### src/spimsp_top_fix_note_unused.sv
// Intentionally empty.
`timescale 1ns/1ps
`default_nettype none
`default_nettype wire

### src/spimsp_pkg.sv
// Constants shared by the serial peripheral port: register map, fields, reset values and clock divisors.
// ****************************************************************
// What this block does
// - With select_pin_ignore low, the SS pin level decides master or slave role.
// - With select_pin_ignore high, master_select alone decides; SS is left to plain use.
// - With serial_port_on low the port is off and drives none of its pins.
// - With serial_port_on high the port takes over SCK, MOSI and MISO, and SS while select_pin_ignore is low.
// - bit_order low shifts most significant bit first, high least significant first.
// - master_select low means slave, high means master.
// - clock_polarity sets the idle level of SCK; both ends must agree.
// - clock_phase low samples on the first SCK edge, high on the second.
// - Slave with ignore low and phase low drives its first bit once SS falls.
// - With clock_phase high each bit is driven on the edge before sampling.
// - Master SCK divides the system clock by 4, 16, 64 or 128 per rate_select.
// - A finished byte sets transfer_done_flag, which also requests an interrupt.
// - Writing data during a transfer sets write_collision_flag; the byte shifting stays intact.
// - A byte finishing while transfer_done_flag is set raises receive_overrun_flag.
// - SS contradicting master role sets mode_fault_flag, drops to slave, requests interrupt.
// - The four flags are set by hardware only and cleared by writing one.
// - Status bits 3 to 0 read as zero and ignore writes.
// - Control, status and data registers reset to zero.
// - A slave with no loaded byte sends 0x00.
// - A mode fault clears serial_port_on and master_select.
// - A slave has a byte after counting 8 SCK clocks; data register then holds it unless transfer_done_flag was still set.
// - With select_pin_ignore high no mode fault is raised.
package spimsp_pkg;

    // ****************************************************************
    // Register map and fields
    // ****************************************************************
    localparam logic [7:0] ADDR_CTRL      = 8'h00;
    localparam logic [7:0] ADDR_STAT      = 8'h04;
    localparam logic [7:0] ADDR_DATA      = 8'h08;
    localparam int         BIT_SSIGN      = 7;
    localparam int         BIT_PORT_ON    = 6;
    localparam int         BIT_ORDER      = 5;
    localparam int         BIT_MASTER     = 4;
    localparam int         BIT_POL        = 3;
    localparam int         BIT_PHASE      = 2;
    localparam int         BIT_RATE_HI    = 1;
    localparam int         BIT_RATE_LO    = 0;
    localparam int         BIT_DONE       = 7;
    localparam int         BIT_COLL       = 6;
    localparam int         BIT_OVER       = 5;
    localparam int         BIT_FAULT      = 4;
    localparam logic [7:0] RST_CTRL       = 8'h00;
    localparam logic [7:0] RST_DATA       = 8'h00;
    localparam logic [7:0] IDLE_TX_BYTE   = 8'h00;
    localparam logic [3:0] LAST_EDGE      = 4'hf;

    // ****************************************************************
    // Clock divisors, as system clocks per SCK period
    // ****************************************************************
    localparam int         DIV_RATE0      = 4;
    localparam int         DIV_RATE1      = 16;
    localparam int         DIV_RATE2      = 64;
    localparam int         DIV_RATE3      = 128;

    // ****************************************************************
    // Transfer states
    // ****************************************************************
    typedef enum logic [1:0] {
        SPIMSP_IDLE = 2'b01,
        SPIMSP_RUN  = 2'b10
    } spimsp_mode_t;

endpackage

### src/spimsp_top.sv
// Serial peripheral port, master or slave, with a classic Wishbone register slave.
//
// Register access over Wishbone and the placing of the registers were left to the implementer.
`timescale 1ns/1ps
`default_nettype none
module spimsp_top (
    input  wire logic        clk_i,
    input  wire logic        rst_i,
    input  wire logic        wb_cyc_i,
    input  wire logic        wb_stb_i,
    input  wire logic        wb_we_i,
    input  wire logic [7:0]  wb_adr_i,
    input  wire logic [3:0]  wb_sel_i,
    input  wire logic [31:0] wb_dat_i,
    output logic      [31:0] wb_dat_o,
    output logic             wb_ack_o,
    input  wire logic        sck_i,
    output logic             sck_o,
    output logic             sck_oe_o,
    input  wire logic        mosi_i,
    output logic             mosi_o,
    output logic             mosi_oe_o,
    input  wire logic        miso_i,
    output logic             miso_o,
    output logic             miso_oe_o,
    input  wire logic        ss_n_i,
    output logic             irq_o
);

    // ****************************************************************
    // State
    // ****************************************************************
    typedef struct packed {
        logic [7:0]           ctrl;
        logic                 done;
        logic                 coll;
        logic                 over;
        logic                 fault;
        logic [7:0]           rxbuf;
        logic [7:0]           shreg;
        logic                 rxbit;
        logic [3:0]           ecnt;
        spimsp_pkg::spimsp_mode_t mode;
        logic [6:0]           div;
        logic                 sck;
        logic                 ack;
        logic [31:0]          rdata;
        logic [2:0]           ss_s;
        logic [2:0]           sck_s;
        logic [2:0]           mosi_s;
        logic [2:0]           miso_s;
        logic                 ss_f;
        logic                 sck_f;
        logic                 mosi_f;
        logic                 miso_f;
        logic                 sck_prev;
    } spimsp_state_t;

    spimsp_state_t st_q;
    spimsp_state_t st_d;
    logic          edge_c;
    logic          finish_c;
    logic          wr_c;
    logic          master_act;
    logic          slave_sel;
    logic          port_on;

    // ****************************************************************
    // Helpers
    // ****************************************************************
    function automatic logic [6:0] half_period(input logic [1:0] rate);
        logic [6:0] h;
        h = 7'h00;
        case (rate)
            2'b00: h = 7'(spimsp_pkg::DIV_RATE0 / 2);
            2'b01: h = 7'(spimsp_pkg::DIV_RATE1 / 2);
            2'b10: h = 7'(spimsp_pkg::DIV_RATE2 / 2);
            default: h = 7'(spimsp_pkg::DIV_RATE3 / 2);
        endcase
        return h;
    endfunction

    function automatic logic [7:0] shift_in(input logic [7:0] sh, input logic b, input logic lsb_first);
        return lsb_first ? {b, sh[7:1]} : {sh[6:0], b};
    endfunction

    function automatic logic [2:0] sync3(input logic [2:0] s, input logic pin);
        return {s[1:0], pin};
    endfunction

    // ****************************************************************
    // Role decoding
    // ****************************************************************
    assign port_on    = st_q.ctrl[spimsp_pkg::BIT_PORT_ON];
    assign master_act = port_on && st_q.ctrl[spimsp_pkg::BIT_MASTER];
    assign slave_sel  = port_on && !st_q.ctrl[spimsp_pkg::BIT_MASTER] &&
                        (st_q.ctrl[spimsp_pkg::BIT_SSIGN] || !st_q.ss_f);

    // ****************************************************************
    // Next state
    // ****************************************************************
    always_comb begin
        logic       samp;
        logic       rx_in;
        logic       clr_w;
        logic [7:0] sh;
        st_d     = st_q;
        edge_c   = 1'b0;
        finish_c = 1'b0;
        samp     = 1'b0;
        rx_in    = master_act ? st_q.miso_f : st_q.mosi_f;
        sh       = st_q.shreg;
        wr_c     = wb_cyc_i && wb_stb_i && wb_we_i && st_q.ack && wb_sel_i[0];
        clr_w    = wr_c && (wb_adr_i == spimsp_pkg::ADDR_STAT);

        // Pin synchronisers: a level counts once the second and third stages agree.
        st_d.ss_s   = sync3(st_q.ss_s, ss_n_i);
        st_d.sck_s  = sync3(st_q.sck_s, sck_i);
        st_d.mosi_s = sync3(st_q.mosi_s, mosi_i);
        st_d.miso_s = sync3(st_q.miso_s, miso_i);
        if (st_q.ss_s[1] == st_q.ss_s[2]) begin
            st_d.ss_f = st_q.ss_s[2];
        end
        if (st_q.sck_s[1] == st_q.sck_s[2]) begin
            st_d.sck_f = st_q.sck_s[2];
        end
        if (st_q.mosi_s[1] == st_q.mosi_s[2]) begin
            st_d.mosi_f = st_q.mosi_s[2];
        end
        if (st_q.miso_s[1] == st_q.miso_s[2]) begin
            st_d.miso_f = st_q.miso_s[2];
        end
        st_d.sck_prev = st_q.sck_f;

        // Bus slave: ack one cycle after the request, dropped the cycle after.
        st_d.ack = wb_cyc_i && wb_stb_i && !st_q.ack;
        if (st_d.ack) begin
            case (wb_adr_i)
                spimsp_pkg::ADDR_CTRL: st_d.rdata = {24'h000000, st_q.ctrl};
                spimsp_pkg::ADDR_STAT: st_d.rdata = {24'h000000, st_q.done, st_q.coll, st_q.over,
                                                     st_q.fault, 4'h0};
                spimsp_pkg::ADDR_DATA: st_d.rdata = {24'h000000, st_q.rxbuf};
                default: st_d.rdata = 32'h00000000;
            endcase
        end

        // Flags clear on a written one; a set in the same cycle wins below.
        if (clr_w) begin
            st_d.done  = st_q.done && !wb_dat_i[spimsp_pkg::BIT_DONE];
            st_d.coll  = st_q.coll && !wb_dat_i[spimsp_pkg::BIT_COLL];
            st_d.over  = st_q.over && !wb_dat_i[spimsp_pkg::BIT_OVER];
            st_d.fault = st_q.fault && !wb_dat_i[spimsp_pkg::BIT_FAULT];
        end
        if (wr_c && (wb_adr_i == spimsp_pkg::ADDR_CTRL)) begin
            st_d.ctrl = wb_dat_i[7:0];
        end

        // Data writes: start a master byte, preload a slave byte, or collide.
        if (wr_c && (wb_adr_i == spimsp_pkg::ADDR_DATA)) begin
            if (st_q.mode == spimsp_pkg::SPIMSP_RUN) begin
                st_d.coll = 1'b1;
            end else begin
                sh = wb_dat_i[7:0];
                if (master_act) begin
                    st_d.mode = spimsp_pkg::SPIMSP_RUN;
                    st_d.div  = 7'h00;
                    st_d.ecnt = 4'h0;
                end
            end
        end

        // Edge source: own divider as master, synchronised SCK as slave.
        if (master_act && st_q.mode == spimsp_pkg::SPIMSP_RUN) begin
            if (st_q.div == half_period(st_q.ctrl[spimsp_pkg::BIT_RATE_HI:spimsp_pkg::BIT_RATE_LO]) - 7'h01) begin
                st_d.div = 7'h00;
                st_d.sck = ~st_q.sck;
                edge_c   = 1'b1;
            end else begin
                st_d.div = st_q.div + 7'h01;
            end
        end else begin
            st_d.sck = st_q.ctrl[spimsp_pkg::BIT_POL];
        end
        if (slave_sel && (st_q.sck_f != st_q.sck_prev)) begin
            edge_c    = 1'b1;
            st_d.mode = spimsp_pkg::SPIMSP_RUN;
        end

        // Shift engine: sample on one edge parity, shift on the other.
        if (edge_c) begin
            samp = (st_q.ecnt[0] == st_q.ctrl[spimsp_pkg::BIT_PHASE]);
            if (samp) begin
                st_d.rxbit = rx_in;
            end else if (st_q.ecnt != 4'h0) begin
                sh = shift_in(sh, st_q.rxbit, st_q.ctrl[spimsp_pkg::BIT_ORDER]);
            end
            if (st_q.ecnt == spimsp_pkg::LAST_EDGE) begin
                if (samp) begin
                    sh = shift_in(sh, rx_in, st_q.ctrl[spimsp_pkg::BIT_ORDER]);
                end
                finish_c  = 1'b1;
                st_d.ecnt = 4'h0;
                st_d.mode = spimsp_pkg::SPIMSP_IDLE;
                if (st_q.done) begin
                    st_d.over = 1'b1;
                end else begin
                    st_d.rxbuf = sh;
                end
                st_d.done = 1'b1;
                sh = spimsp_pkg::IDLE_TX_BYTE;
            end else begin
                st_d.ecnt = st_q.ecnt + 4'h1;
            end
        end

        // A deselected or disabled slave abandons any partial byte.
        if (!master_act && !slave_sel) begin
            st_d.ecnt = 4'h0;
            st_d.mode = spimsp_pkg::SPIMSP_IDLE;
        end
        st_d.shreg = sh;

        // Mode fault: SS pulled low while configured as master.
        if (master_act && !st_q.ctrl[spimsp_pkg::BIT_SSIGN] && !st_q.ss_f) begin
            st_d.fault = 1'b1;
            st_d.ctrl[spimsp_pkg::BIT_PORT_ON] = 1'b0;
            st_d.ctrl[spimsp_pkg::BIT_MASTER]  = 1'b0;
            st_d.mode = spimsp_pkg::SPIMSP_IDLE;
            st_d.ecnt = 4'h0;
        end
    end

    always_ff @(posedge clk_i) begin
        if (rst_i) begin
            st_q       <= '0;
            st_q.ctrl  <= spimsp_pkg::RST_CTRL;
            st_q.rxbuf <= spimsp_pkg::RST_DATA;
            st_q.shreg <= spimsp_pkg::RST_DATA;
            st_q.mode  <= spimsp_pkg::SPIMSP_IDLE;
            st_q.ss_s  <= 3'h7;
            st_q.ss_f  <= 1'b1;
        end else begin
            st_q <= st_d;
        end
    end

    // ****************************************************************
    // Outputs
    // ****************************************************************
    logic out_bit;
    assign out_bit   = st_q.ctrl[spimsp_pkg::BIT_ORDER] ? st_q.shreg[0] : st_q.shreg[7];
    assign wb_ack_o  = st_q.ack;
    assign wb_dat_o  = st_q.rdata;
    assign sck_o     = st_q.sck;
    assign sck_oe_o  = master_act && st_q.mode == spimsp_pkg::SPIMSP_RUN;
    assign mosi_o    = out_bit;
    assign mosi_oe_o = sck_oe_o;
    assign miso_o    = out_bit;
    assign miso_oe_o = slave_sel;
    assign irq_o     = st_q.done || (st_q.fault && !st_q.ctrl[spimsp_pkg::BIT_SSIGN]);
endmodule
`default_nettype wire

### config.mk
export PLATFORM = sky130hd
export DESIGN_NAME = spimsp_top
export DESIGN_NICKNAME = d
export VERILOG_FILES = /design/src/spimsp_top_fix_note_unused.sv /design/src/spimsp_pkg.sv /design/src/spimsp_top.sv
export SDC_FILE = /design/constraint.sdc
export NUM_CORES = 1
export LEC_CHECK = 0
export BUFFER_PORTS_ARGS = -buffer_cell sky130_fd_sc_hd__buf_2
export CAP_MARGIN = 10
export CORE_UTILIZATION = 53
export CTS_CLUSTER_SIZE = 10
export DETAILED_ROUTE_END_ITERATION = 6
export PLACE_DENSITY = 0.8
export SYNTH_ARGS = -nofsm -noshare
export SYNTH_HDL_FRONTEND = slang
export SYNTH_SLANG_ARGS = --single-unit
export TNS_END_PERCENT = 100
### constraint.sdc
create_clock -name clk_i -period 3 [get_ports clk_i]
set_input_delay 0.15 -clock clk_i [delete_from_list [all_inputs] [get_ports clk_i]]
set_output_delay 0.15 -clock clk_i [all_outputs]
set_load 0.01 [all_outputs]
Yosys cells after proc, flatten, opt, wreduce, memory -nomap -nowiden. Index checks and enable logic that the tools add are counted.

Bits in registers: 93. Word-level logic and storage cells: 129.

Muxes and demuxes: 37. Bitwise logic cells: 2. Add/sub/neg operators: 3. Eq/ne operators: 16. Reduce and logical (&&, ||, !) cells: 47.

Operators by type and width (number): $mux W8 (9); $mux W13 (3); $pmux W8 S3 (1); $logic_and A1 B1 Y1 (21); $mux W7 (3); $pmux W7 S3 (1); $mux W1 (15); $logic_not A1 Y1 (10); $reduce_bool A2 Y1 (5); $reduce_and A3 Y1 (3); $eq A8 B3 Y1 const B (1); $eq A8 B4 Y1 const B (1); $logic_not A8 Y1 (1); $mux W4 (2); $add A7 B1 Y7 const B (1); $eq A7 B7 Y1 (1); $sub A7 B1 Y7 const B (1); $mux W6 (1); $eq A1 B1 Y1 (5); $add A4 B1 Y4 const B (1); $eq A2 B2 Y1 const B (2); $eq A4 B4 Y1 const B (1); $mux W2 (2); $ne A2 B2 Y1 const B (2); other kinds (10) (12).

Longest topological paths before layout.
Depth in word-level cells: 11. Depth in mapped cells: 9. Mapped depth without buffers: 8.

Least setup slack after synthesis. Ideal clock, no wire load.

Path kind: flip-flop to flip-flop. Start point: register st_q[85] in the netlist's numbering. End point: register st_q[77] in the netlist's numbering. Required time: 2.866 ns. Path slack: 0.752 ns. Stages on the path, launching flop included: 8. Buffers on the path: 1. Clock period less this slack: 2.248 ns. Data arrival time: 2.114 ns. Cells stage by stage: dfxtp_1 -> or4_4 -> a2111oi_4 -> a31oi_2 -> or3_1 -> buf_2 -> a221oi_2 -> a211oi_1.

Cells in the longest elaborated chain, start to end: 9. Elaborated cells on any way between the ends: 11. Those cells by class: add/sub (1); eq/ne (3); mux (5); reduce/logical (2).

Ends and longest elaborated chain: start, declared (RTL line spimsp_top.sv:59) `spimsp_state_t st_q;`; start signal, assigned (RTL line spimsp_top.sv:243) `st_q <= st_d;`; $eq A2 B2 Y1 (tied with other cells) (RTL line spimsp_top.sv:74) `case (rate)`; $pmux W7 S3 (*) (RTL line spimsp_top.sv:74); $mux W7 (*) (RTL line spimsp_top.sv:173) `if (master_act && st_q.mode == spimsp_pkg::SPIMSP_RUN) begin`; $sub A7 B1 Y7 (*) (RTL line spimsp_top.sv:174) `if (st_q.div == half_period(st_q.ctrl[spimsp_pkg::BIT_RATE_HI:spimsp_pkg::BIT_RATE_LO]) - 7'h01) begin`; $eq A7 B7 Y1 (*) (RTL line spimsp_top.sv:174); $mux W1 (*) (RTL line spimsp_top.sv:174); $mux W1 (*) (RTL line spimsp_top.sv:173); $mux W1 (*) (RTL line spimsp_top.sv:184) `if (slave_sel && (st_q.sck_f != st_q.sck_prev)) begin`; $reduce_and A3 Y1 (no source line) (*).

Every way passes the cells marked *; elsewhere a longest branch is shown, timed or not. The select of a mux whose other input is x is not followed. A chain may end at the register's enable or synchronous reset.

Final worst setup path. Ends and elaborated chain as after synthesis.

==> impl_metrics.csv <==
group,metric,value,unit
timing,worst_slew_pin_slew,712.4,ps
clock_network,cts_resized,0,
timing,fin_skew,11.22,ps
yosys,seq_area_frac_synth,38.37,%
detailed_routing,drt_iter0_drc,265,
yosys,async_reset_ff_share,0,%
floorplan,die-area,7125,µm²
outcome,status,"complete, but fails checks",
outcome,violations,"DRC",
yosys,ys_ff_latch,69,
yosys,yosysUniqueCellTypes,54,
final_layout,final_nets,499,
grt,grt_max_degree,58,
setup_path,critPathRequiredTime,3210,ps
yosys,synthFlopType,"dfxtp_1",
yosys,synthCells,408,
timing,tns,0,ps
grt,antenna_found_initial,0,
yosys,synth_top_cell_by_area,"dfxtp_1",
final_layout,final_cell_area,3939,µm²
pwr,finalPower,1.713,mW
pwr,p_per_area,435.0,nW/µm²
timing,setup_viol,0,
detailed_routing,detail_route.wl_per_cell,15.36,µm
timing,final_hold_viol_count,0,
yosys,avgSynthCellArea,8.823,µm²
placed_design,placed_area,3720,µm²
detailed_routing,ant_nets,0,
final_layout,num_antenna_cells,0,
placed_design,placed_cells,505,
yosys,synth_warnings,0,
yosys,synth_area,3600,µm²
floorplan,rows,29,
min_path,hp-class,"input pin to register",
pwr,vdd_drop_max,0.0002337,V
clock_network,clk_path_buf_depth,2,
detailed_routing,drt_wl_total,8.062,mm
timing,whs,97.50,ps
final_layout,finalNonFillerCells,525,
yosys,yosysTopAreaCellShare,38.37,%
clock_network,numCtsBuffers,9,
placed_design,gp_congestion,0.8940,
grt,grt_pass1_wl,13.49,mm
clock_network,cts.sink_count,69,
clock_network,path_clk_slew,90,ps
final_layout,area_growth,9.420,%
clock_network,cts-htree-levels,3,
clock_network,clockRootBuffer,"clkbuf_8",
yosys,synth_edf_count,0,
floorplan,boundaryPins,93,
detailed_routing,drc_errors,28,
setup_path,critPathCaptureType,"register",
yosys,synth.area.top_cells,"dfxtp_1, mux2i_1, buf_4, nor2_1, a21oi_1",
grt,grt_util_all_layers,23.92,%
setup_path,start_kind,"register",
floorplan,die_w,84.41,µm
timing,drv_slew,0,
placed_design,io_buffer_count,41,
clock_network,clk-insertion-delay-late,350,ps
timing,fin_crit,2604,ps
floorplan,initial_core_util,55.73,%
detailed_routing,firstDrtPassIters,7,
floorplan,core_area,6459,µm²
detailed_routing,vias,3144,
clock_network,cts_setup_buffers,0,
floorplan,die_h,84.41,µm
setup_path,arrival,2810,ps
job,maxCapViolCount,0,
timing,finalCritPeriodShare,86.79,%
final_layout,layout-drive-gt1-share,18.75,%
setup_path,critPathMaxFanout,14,
pwr,leakage,1.484,nW
timing,rsz0062_at_grt,"no",
timing,slew_headroom,52.35,%
timing,fmax,384.1,MHz
placed_design,dp_hpwl,5.644,mm
detailed_routing,routed_via_density,5.989,
clock_network,cts_tree,"yes",
setup_path,crit_type,"register to register",
grt,overflow,0,
grt,grt_pass1_vias,2828,
power breakdown:
part	internal (mW)	switching, mW	total, mW
clock network	0.310	0.396	0.706
logic	0.0272	0.0556	0.0828
registers	0.922	0.00255	0.925
cells in the mapped netlist (all sizes together), types with 5 or more instances:
cell type	n
a211oi	5
a21oi	26
a22oi	6
a311oi	7
a32oi	7
buf	38
clkbuf	13
dfxtp	69
inv	7
mux2	5
mux2i	26
nand2	29
nand2b	6
nand3	13
nor2	43
nor2b	13
nor3	13
nor4	6
o21ai	12
o22ai	5
or2	5
or3	5
metal layers:
layer	wire (µm)	track usage, %
met1	3431	29.94
met2	3782	38.30
met3	655	5.801
met4	193	12.79
met5	0	0
registers in the layout, summed over array words and instances (netlist names):
| register | count |
|---|---|
| st_d | 9 |
| st_q | 49 |
| wb_ack_o | 1 |
| wb_dat_o | 8 |
| sck_o | 1 |
| port_on | 1 |
worst max-delay path, cell delays in order, from the launching register on:
cell and delay [ps]:
dfxtp_1 370, or4_4 560, a2111oi_4 330, a31oi_2 340
or3_1 570, a221oi_2 210, a211oi_1 100
metrics by stage:
step / utilization [%] / setup WS, ps
floorplan: - / 752.4
global placement: 57.59 / 449.8
detailed placement: 57.59 / 415.5
CTS: 60.98 / 390.1
global route: 60.98 / 245.2
finish: 60.98 / 396.2
final cells by class:
| cell class | count | area (µm²) |
|---|---|---|
| inverter | 7 | 26.28 |
| multi-input combinational | 304 | 1958 |
| clock inverter | 7 | 55.05 |
| sequential | 69 | 1381 |
| clock buffer | 9 | 123.9 |
| fill | 555 | 2520 |
| timing repair buffer | 52 | 297.8 |
| tap | 77 | 96.34 |
timing repair:
action                     4_1_cts  5_1_grt
setup endpoints to repair        0        0
hold buffers                     4        0
hold endpoints to repair         4        0
logic make-up (layout without fill, tap and decap cells):
family / count (synthesis) / count (layout) / synth area share, %
xor+xnor: 5 / 5 / 1.216
other cells: 1 / 24 / 0.1042
buf+inv: 58 / 75 / 9.628
mux: 35 / 35 / 11.30
simple gates: 149 / 149 / 20.89
flops: 69 / 69 / 38.37
compound gates: 88 / 88 / 17.45
fa+ha+maj: 3 / 3 / 1.043
final timing paths:
kind                     from  endpoint  cells past startpoint  slack [ps]
setup / recovery     st_q[85]  st_q[77]                      6         400
hold / removal    wb_dat_i[7]  st_q[92]                      3         100
setup reg to reg     st_q[85]  st_q[77]                      6         400
hold reg to reg      st_d[15]  st_d[16]                      1         410
layout by cell type (no fill, tap or decap), types with 3 or more instances in the layout:
| cell | instances |
|---|---|
| nor3b_1 | 4 |
| a22oi_1 | 6 |
| nor2_1 | 43 |
| nor3_1 | 11 |
| mux2i_1 | 26 |
| a311oi_1 | 7 |
| nor2b_1 | 13 |
| o21ai_0 | 12 |
| dfxtp_1 | 69 |
| mux2_2 | 5 |
| mux4_2 | 4 |
| and2_1 | 3 |
| buf_4 | 7 |
| dlygate4sd3_1 | 4 |
| clkbuf_8 | 9 |
| or2_2 | 4 |
| buf_2 | 41 |
| o22ai_1 | 5 |
| a21oi_1 | 26 |
| xnor2_1 | 4 |
| ha_1 | 3 |
| inv_6 | 4 |
| a32oi_1 | 7 |
| nand2b_1 | 6 |
| nor4_1 | 6 |
| o211ai_1 | 4 |
| conb_1 | 24 |
| inv_1 | 7 |
| nand2_1 | 29 |
| a211oi_1 | 4 |
| and3_1 | 3 |
| nand3_1 | 13 |
| or3_1 | 5 |
Power figures use the tool's default switching activity.
